## config.mk

```make
export PLATFORM = sky130hd
export DESIGN_NAME = pga_regs
export DESIGN_NICKNAME = d
export VERILOG_FILES = /design/src/common/pga_pkg.sv /design/src/hdl/pga_regs.sv
export VERILOG_INCLUDE_DIRS = /design/src /design/src/common
export SDC_FILE = /design/constraint.sdc
export NUM_CORES = 1
export LEC_CHECK = 0
export BUFFER_PORTS_ARGS = -buffer_cell sky130_fd_sc_hd__buf_2
export CAP_MARGIN = 20
export CELL_PAD_IN_SITES_DETAIL_PLACEMENT = 2
export CELL_PAD_IN_SITES_GLOBAL_PLACEMENT = 2
export CORE_MARGIN = 2
export CORE_UTILIZATION = 35
export CTS_BUF_LIST = sky130_fd_sc_hd__clkbuf_16
export DETAILED_ROUTE_END_ITERATION = 10
export HOLD_SLACK_MARGIN = 0.05
export PLACE_DENSITY = 0.75
export SYNTH_ARGS = -nofsm -noshare
export SYNTH_HDL_FRONTEND = slang
export SYNTH_SLANG_ARGS = --single-unit
```

## constraint.sdc

```tcl
create_clock -name clock_i -period 1.7 [get_ports clock_i]
set_clock_uncertainty 0.05 [all_clocks]
set_input_delay 0.255 -clock clock_i [delete_from_list [all_inputs] [get_ports clock_i]]
set_output_delay 0.255 -clock clock_i [all_outputs]
set_load 0.02 [all_outputs]
```

## src/common/pga_consts.svh

```systemverilog
`ifndef PGA_CONSTS_SVH
`define PGA_CONSTS_SVH
// register indices on the plain port
`define PGA_REG4_IDX        3'h4
`define PGA_REG5_IDX        3'h5
`define PGA_MODE_IDX        3'h6
// sub-register selector in bits 7:6
`define PGA_SEL_ADC         2'h0
`define PGA_SEL_DAC         2'h1
`define PGA_SEL_5C          2'h2
`define PGA_SEL_5D          2'h3
// gain codes
`define PGA_GAIN_RST        6'h2A
`define PGA_GAIN_MUTE       6'h3F
`define PGA_GAIN_MAX_DB     8'h14
`define PGA_GAIN_MIN_DB     8'hD6
// divider defaults: m and n stored as written codes
`define PGA_M_RST           7'h10
`define PGA_N_RST           4'h6
`define PGA_P_RST           3'h0
`define PGA_P_COARSE        3'h0
`define PGA_SIDE_RST        6'h38
`define PGA_5D_RST          6'h00
// divider update waits this many sampling periods
`define PGA_UPD_PERIODS     2'h2
`endif

```

## src/common/pga_pkg.sv

```systemverilog
package pga_pkg;
    typedef struct packed {
        logic [6:0] m_code;
        logic [3:0] n_code;
        logic [2:0] p_code;
    } pga_div_t;

    typedef struct packed {
        logic       mute;
        logic [7:0] gain_db;
    } pga_gain_t;
endpackage

```

## src/hdl/pga_regs.sv

```systemverilog
// The placing of the registers and strobed register access are this design's own decisions.
`timescale 1ns/1ps
`include "pga_consts.svh"
// Functional notes
// - dividers reset to M16, N6, P8
// - P equal eight selects coarse sampling
// - new dividers apply after two sample periods
// - top bits 00 select ADC gain
// - ADC gain six bits, reset 101010
// - DAC gain, selector 01, same reset
// - reads cycle ADC, DAC, 5C, 5D
// - default code means 0 dB
// - all-ones ADC code mutes
// - code 62 is 20 dB, 1 dB steps
// - code zero is minus 42 dB
module pga_regs
(
    input  wire logic                    clock_i,
    input  wire logic                    sys_rst_i,
    input  wire logic [2:0]              addr_i,
    input  wire logic [7:0]              wdata_i,
    input  wire logic                    wr_i,
    input  wire logic                    rd_i,
    input  wire logic                    sample_tick_i,
    output logic      [7:0]              rdata_o,
    output pga_pkg::pga_div_t            div_o,
    output logic                         coarse_o,
    output pga_pkg::pga_gain_t           adc_gain_o,
    output logic      [5:0]              dac_gain_code_o
);

    // ------------------------------------------------------------
    // decode
    // ------------------------------------------------------------
    function automatic pga_pkg::pga_gain_t gain_of(input logic [5:0] code);
        pga_pkg::pga_gain_t g;
        // the mute code still yields a level; users must test mute first
        g.mute    = (code == `PGA_GAIN_MUTE);
        // code 0 is -42 dB, one dB per step up to 62 -> 20 dB
        g.gain_db = `PGA_GAIN_MIN_DB + {2'h0, code};
        return g;
    endfunction

    // whole-register strobes only; the port has no byte lanes
    logic                 w4;
    logic                 w5;
    assign w4 = wr_i && (addr_i == `PGA_REG4_IDX);
    assign w5 = wr_i && (addr_i == `PGA_REG5_IDX);

    // ------------------------------------------------------------
    // gain sub-registers
    // ------------------------------------------------------------
    // selector bits are not stored: reads rebuild them from the pointer
    logic [5:0]           adc_gain_code_ff;
    logic [5:0]           dac_gain_code_ff;
    logic [5:0]           side_ff;
    logic [5:0]           sub5d_ff;

    always_ff @(posedge clock_i)
    begin
        if (sys_rst_i)
        begin
            adc_gain_code_ff <= `PGA_GAIN_RST;
            dac_gain_code_ff <= `PGA_GAIN_RST;
            side_ff          <= `PGA_SIDE_RST;
            sub5d_ff         <= `PGA_5D_RST;
        end
        else if (w5)
        begin
            // 5C and 5D fields belong to other blocks; kept here as plain bits
            unique case (wdata_i[7:6])
                `PGA_SEL_ADC: adc_gain_code_ff <= wdata_i[5:0];
                `PGA_SEL_DAC: dac_gain_code_ff <= wdata_i[5:0];
                `PGA_SEL_5C:  side_ff          <= wdata_i[5:0];
                `PGA_SEL_5D:  sub5d_ff         <= wdata_i[5:0];
            endcase
        end
    end

    // ------------------------------------------------------------
    // dividers: pending set, applied after two sample ticks
    // ------------------------------------------------------------
    pga_pkg::pga_div_t    pend_ff;
    pga_pkg::pga_div_t    div_ff;
    logic [1:0]           upd_cnt_ff;
    logic                 upd_busy_ff;
    logic                 upd_apply;

    always_ff @(posedge clock_i)
    begin
        if (sys_rst_i)
        begin
            pend_ff.m_code <= `PGA_M_RST;
            pend_ff.n_code <= `PGA_N_RST;
            pend_ff.p_code <= `PGA_P_RST;
        end
        else if (w4)
        begin
            if (wdata_i[7])
                pend_ff.m_code <= wdata_i[6:0];
            else
            begin
                pend_ff.n_code <= wdata_i[6:3];
                pend_ff.p_code <= wdata_i[2:0];
            end
        end
    end

    // ------------------------------------------------------------
    // update timing
    // ------------------------------------------------------------
    // the set applies on the tick that completes the wait
    assign upd_apply = upd_busy_ff && sample_tick_i
                       && (upd_cnt_ff == `PGA_UPD_PERIODS - 2'h1);

    // a write restarts the wait; one landing on the completing tick still lets the set pending before it apply
    always_ff @(posedge clock_i)
    begin
        if (sys_rst_i)
        begin
            upd_busy_ff <= 1'b0;
            upd_cnt_ff  <= 2'h0;
        end
        else if (w4)
        begin
            upd_busy_ff <= 1'b1;
            upd_cnt_ff  <= 2'h0;
        end
        else if (upd_busy_ff && sample_tick_i)
        begin
            upd_cnt_ff <= upd_cnt_ff + 2'h1;
            if (upd_apply)
                upd_busy_ff <= 1'b0;
        end
    end

    always_ff @(posedge clock_i)
    begin
        if (sys_rst_i)
        begin
            div_ff.m_code <= `PGA_M_RST;
            div_ff.n_code <= `PGA_N_RST;
            div_ff.p_code <= `PGA_P_RST;
        end
        else if (upd_apply)
            div_ff <= pend_ff;
    end

    // ------------------------------------------------------------
    // outputs
    // ------------------------------------------------------------
    always_ff @(posedge clock_i)
    begin
        if (sys_rst_i)
        begin
            // outputs carry the divider reset set from the first cycle on
            div_o.m_code    <= `PGA_M_RST;
            div_o.n_code    <= `PGA_N_RST;
            div_o.p_code    <= `PGA_P_RST;
            coarse_o        <= 1'b1;
            adc_gain_o      <= '0;
            dac_gain_code_o <= `PGA_GAIN_RST;
        end
        else
        begin
            div_o           <= div_ff;
            // p code 0 stands for a divider of eight
            coarse_o        <= (div_ff.p_code == `PGA_P_COARSE);
            adc_gain_o      <= gain_of(adc_gain_code_ff);
            dac_gain_code_o <= dac_gain_code_ff;
        end
    end

    // ------------------------------------------------------------
    // read port, with rotating pointers for registers 4 and 5
    // ------------------------------------------------------------
    // the pointer moves on every read of register five; software that loses
    // count reads until the selector field shows the ADC code again
    logic [1:0]           rd5_ptr_ff;
    logic                 rd4_ptr_ff;

    always_ff @(posedge clock_i)
    begin
        if (sys_rst_i)
        begin
            rd5_ptr_ff <= 2'h0;
            rd4_ptr_ff <= 1'b0;
        end
        else if (rd_i)
        begin
            if (addr_i == `PGA_REG5_IDX)
                rd5_ptr_ff <= rd5_ptr_ff + 2'h1;
            if (addr_i == `PGA_REG4_IDX)
                rd4_ptr_ff <= ~rd4_ptr_ff;
        end
    end

    always_ff @(posedge clock_i)
    begin
        if (sys_rst_i)
            rdata_o <= 8'h00;
        else if (rd_i)
        begin
            unique case (addr_i)
                `PGA_REG4_IDX: rdata_o <= rd4_ptr_ff ? {1'b1, pend_ff.m_code}
                                         : {1'b0, pend_ff.n_code, pend_ff.p_code};
                `PGA_REG5_IDX:
                begin
                    unique case (rd5_ptr_ff)
                        `PGA_SEL_ADC: rdata_o <= {`PGA_SEL_ADC, adc_gain_code_ff};
                        `PGA_SEL_DAC: rdata_o <= {`PGA_SEL_DAC, dac_gain_code_ff};
                        `PGA_SEL_5C:  rdata_o <= {`PGA_SEL_5C, side_ff};
                        `PGA_SEL_5D:  rdata_o <= {`PGA_SEL_5D, sub5d_ff};
                    endcase
                end
                `PGA_MODE_IDX: rdata_o <= {6'h00, upd_busy_ff, coarse_o};
                default:       rdata_o <= 8'h00;
            endcase
        end
        else
            // data stand for one cycle only; idle cycles read as zero
            rdata_o <= 8'h00;
    end

endmodule

```

# After elaboration in Yosys (flattened, before gate mapping)
# Cells that the tools add are included.
[totals]
in_bits = 16
word_cells = 65
register_bits = 96
[classes]
bitwise_logic = 3
muxes = 6
eq_ne = 11
add_sub_neg = 3
n_reduce_logical = 20
[op_table]
columns = ["operator", "count"]
rows = [
  ["8-bit one-hot mux with 4 select lines", 1],
  ["8-bit one-hot mux with 3 select lines", 1],
  ["2-bit AND reduction", 9],
  ["3-bit == test, second input constant", 3],
  ["7-bit by 7-bit adder with 8-bit output, first input constant", 1],
  ["2-bit == test, second input constant", 4],
  ["8-bit two-way mux", 1],
  ["2-bit by 1-bit == test with 1-bit output, second input constant", 3],
  ["6-bit == test, second input constant", 1],
  ["2-bit by 1-bit adder with 2-bit output, second input constant", 2],
  ["1-bit logical AND", 4],
  ["2-bit logical NOT", 2],
  ["2-bit nonzero test", 2],
  ["2-bit OR reduction", 2],
  ["3-bit logical NOT", 1],
  ["1-bit two-way mux", 3],
  ["1-bit NOT", 3],
]

# Depth between registers and ports, before layout
[depth]
depth_word = 5
depth_mapped = 7
depth_no_buf = 5

# Worst setup path before layout
# OpenSTA, ideal clock, no wires.
[synth_path]
path_type = "register -> register"
from = "register rd5_ptr_ff[0]"
to = "register rdata_o[2]"
path_slack_ns = 0.323
setup_time_ns = 0.075
arrival_ns = 1.253
path_stages_with_launch = 7
path_buffers = 1
path_cell_list = "dfxtp_1 > inv_1 > ha_1 > buf_2 > a21oi_1 > a221o_1 > a21oi_1"
[synth_via]
elab_chain_len = 3
[synth_rtl]
columns = ["element", "line", "rtl"]
rows = [
  ["start, declared", "pga_regs.sv:179", "logic [1:0] rd5_ptr_ff;"],
  ["start signal, assigned", "pga_regs.sv:192", "rd5_ptr_ff <= rd5_ptr_ff + 2'h1;"],
  ["2-bit == test, or another cell as far along", "pga_regs.sv:209", "unique case (rd5_ptr_ff)"],
  ["8-bit one-hot mux with 4 select lines *", "pga_regs.sv:209", ""],
  ["8-bit one-hot mux with 3 select lines *", "pga_regs.sv:204", "unique case (addr_i)"],
  ["end signal, assigned", "pga_regs.sv:205", "`PGA_REG4_IDX: rdata_o <= rd4_ptr_ff ? {1'b1, pend_ff.m_code}"],
  ["end signal, assigned", "pga_regs.sv:210", "`PGA_SEL_ADC: rdata_o <= {`PGA_SEL_ADC, adc_gain_code_ff};"],
  ["end signal, assigned", "pga_regs.sv:211", "`PGA_SEL_DAC: rdata_o <= {`PGA_SEL_DAC, dac_gain_code_ff};"],
  ["end, declared", "pga_regs.sv:25", "output logic [7:0] rdata_o,"],
]
# Mark *: on every way between the ends. The rest lies on a longest branch, timed or not.
# A chain may end at the register's enable or synchronous reset.

# Worst setup path in the final report
[layout_path]
from = "register rd5_ptr_ff[0]"
to = "register rdata_o[4]"
# The elaborated chain is that of the path after synthesis.

==> results.json <==
{
  "drt-total-wl_um": 10400,
  "whs_ns": 0.165,
  "area_growth_pct": 19.2,
  "ir_drop_v": 0.000457,
  "reg2reg_to": "rdata_o[4]",
  "period_needed_ns": 1.50,
  "htree_levels": 3,
  "wire_per_inst_um": 17.9,
  "core_area_um2": 10300,
  "die-area_um2": 11400,
  "hp-class": "input port to flop",
  "crit_type": "flop to flop",
  "yosysWarnings": 0,
  "initial_utilization_pct": 35.9,
  "post_cts_resized": 0,
  "dpl_cell_area_um2": 4120,
  "cts-buffers-inserted": 9,
  "final_util_pct": 42.8,
  "grt_max_degree": 23,
  "worst_ep_required_time_ns": 1.92,
  "fin_crit_sh_pct": 88.3,
  "maxCapViolCount": 0,
  "grt_pass1_wl_um": 17100,
  "start_kind": "flop",
  "dr.pass1.iters": 4,
  "die_w_um": 107,
  "cp.arrival_ns": 1.72,
  "final_common_cell": "dfxtp_1",
  "gr-total-overflow": 0,
  "cts.sinks": 96,
  "maxSlewHeadroom_pct": 62.9,
  "synth_top_family_by_area": "simple AND/OR/NAND/NOR gates",
  "num_vias": 2977,
  "rsz0062_at_grt": "no",
  "timing.rr.start": "rd5_ptr_ff[0]",
  "total_power_mw": 4.59,
  "ios": 54,
  "drcViolationCount": 0,
  "async_reset_ff_share_pct": 0,
  "ys_ff_latch": 96,
  "endpoint_kind": "flop",
  "report.final.setup_viol": 0,
  "p_leak_nw": 1.78,
  "syn_nets": 411,
  "synth_seq_area_share_pct": 51.8,
  "synth_xor_area_share_pct": 0.944,
  "drtIter0Drc": 67,
  "status": "finished clean",
  "hpwl_um": 7420,
  "cts-root-buf": "clkbuf_16",
  "synthesis.area_um2": 3710,
  "muxShareOfSynthArea_pct": 6.44,
  "hold_path_end": "pend_ff[9]",
  "layout-drive-gt1-share_pct": 24.0,
  "grt_usage_pct": 19.5,
  "rrSetupSlack_ns": 0.20,
  "synthesis.instances": 389,
  "first_global_vias": 3214,
  "avgSynthCellArea_um2": 9.54,
  "fp-row-count": 37,
  "diodes": 0,
  "synth_fa_ha_area_share_pct": 2.02,
  "min_path_cells": 3,
  "tns_ns": 0,
  "synth_edf_count": 0,
  "yosys_most_used_dff": "dfxtp_1",
  "slew_viol_final": 0,
  "cts-hold-fix-buffers": 0,
  "power_density_nw_per_um2": 1040,
  "final_cell_mix": "dfxtp_1, buf_2, nand2_1, a21oi_1, nor2_1",
  "final_antenna_net_count": 0,
  "place_congestion": 0.800,
  "hold_viol": 0,
  "worst_pin_slew_ns": 0.554,
  "io_buffers": 53,
  "postCtsSetupRepairBufs": 0,
  "clk_latency_ns": 0.34,
  "viasPerCell": 5.12,
  "synthSimpleGateAreaFrac_pct": 19.2,
  "fin_nets": 463,
  "postLayoutCellArea_um2": 4420,
  "grt_antenna_before_repair": 0,
  "cts_buffer_depth": 2,
  "cts_tree": "built",
  "holdCritStartpoint": "wdata_i[2]",
  "r2r_cells": 5,
  "die_h_um": 107,
  "path_clk_slew_ns": 0.07,
  "synth.distinct_cells": 46,
  "synth-compound-area-share_pct": 14.0,
  "critPathMaxFanout": 13,
  "timing.fmax_mhz": 666
}
-- where the power goes --
part | internal (mW) | leakage, nW | total [mW] | switching, mW
registers | 2.27 | 0.775 | 2.28 | 0.0142
logic | 0.0758 | 0.857 | 0.226 | 0.150
clock network | 1.26 | 0.152 | 2.08 | 0.822
total | 3.60 | 1.78 | 4.59 | 0.986
-- how the worst max path moves through the flow --
| stage | to | slack, ns | from | cells past startpoint |
|---|---|---|---|---|
| finish | rdata_o[4] | 0.20 | rd5_ptr_ff[0] | 5 |
| global route | div_ff[2] | 0.02 | upd_cnt_ff[0] | 4 |
| CTS | rdata_o[7] | 0.03 | rd5_ptr_ff[0] | 5 |
| detailed placement | rdata_o[4] | 0.08 | rd5_ptr_ff[0] | 5 |
| global placement | rdata_o[3] | 0.19 | rd5_ptr_ff[0] | 5 |
| floorplan | rdata_o[2] | 0.32 | rd5_ptr_ff[0] | 6 |
-- per-stage QoR --
| step | std cells | setup slack [ns] |
|---|---|---|
| finish | 581 | 0.199 |
| global route | 581 | 0.0156 |
| CTS | 581 | 0.0342 |
| detailed placement | 566 | 0.0767 |
| global placement | 566 | 0.195 |
| floorplan | 389 | 0.323 |
-- synth_stat cells (2+ instances only) --
library cell   n  area share, %
mux2_2         7            2.1
buf_1          3           0.30
buf_4          3           0.61
a221o_1        6            1.6
nand4_1        2           0.34
nand2b_1       5           0.84
nor2_1        21            2.1
a31o_2         9            2.1
buf_2          8            1.1
nor3_4         2           0.88
nor4b_1        3           0.71
dfxtp_1       96             52
a21oi_1       36            4.9
o21ai_0       16            2.2
nor3_1        13            1.8
and3_1         2           0.34
buf_6          2           0.61
or2_2          3           0.51
inv_1         19            1.9
nor2b_1       13            2.2
nand2_1       40            4.0
ha_1           6            2.0
nand3_1       17            2.3
xnor2_1        3           0.71
clkbuf_1       9           0.91
o311ai_0       2           0.47
nand4b_1       2           0.47
a22oi_1        8            1.6
mux2i_1       16            4.3
-- critical path: stages (launching register included) --
cell     delay (ns)
dfxtp_1        0.33
inv_1          0.13
ha_2           0.36
a21oi_1        0.09
a221o_1        0.33
a21oi_1        0.14
-- area by class of cell --
type                    instances  area, µm²
fillers                      1112       5900
flip-flops and latches         96       1920
multi-input cells             248       1590
repair buffers                 67        370
clock buffers                   9        225
well taps                     136        170
clock inverters                 6       76.3
inverters                      19       71.3
-- sequential cells by signal, summed over array words and instances, names as in the netlist --
| register | flops |
|---|---|
| div_o | 14 |
| side_ff | 6 |
| upd_busy_ff | 1 |
| rd5_ptr_ff | 2 |
| pend_ff | 14 |
| adc_gain_o | 9 |
| coarse_o | 1 |
| dac_gain_code_ff | 6 |
| upd_cnt_ff | 2 |
| sub5d_ff | 6 |
| adc_gain_code_ff | 6 |
| dac_gain_code_o | 6 |
| div_ff | 14 |
| rdata_o | 8 |
| rd4_ptr_ff | 1 |
-- cell families (layout without fill, tap and decap cells) --
| group | Yosys count | count (layout) |
|---|---|---|
| compound gates | 82 | 82 |
| xor+xnor | 4 | 4 |
| fa+ha+maj | 6 | 6 |
| buf+inv | 45 | 101 |
| flops | 96 | 96 |
| mux | 23 | 23 |
| simple gates | 133 | 133 |
-- routing by layer --
| layer | up-vias | share of wire [%] | track usage, % |
|---|---|---|---|
| li1 | 1442 | - | - |
| met3 | 11 | 3.9 | 3.77 |
| met1 | 1464 | 46 | 25.6 |
| met2 | 60 | 48 | 32.3 |
| met4 | 0 | 1.4 | 6.03 |
| met5 | - | 0 | 0 |
Note: power is estimated with default switching activity, not from simulation.
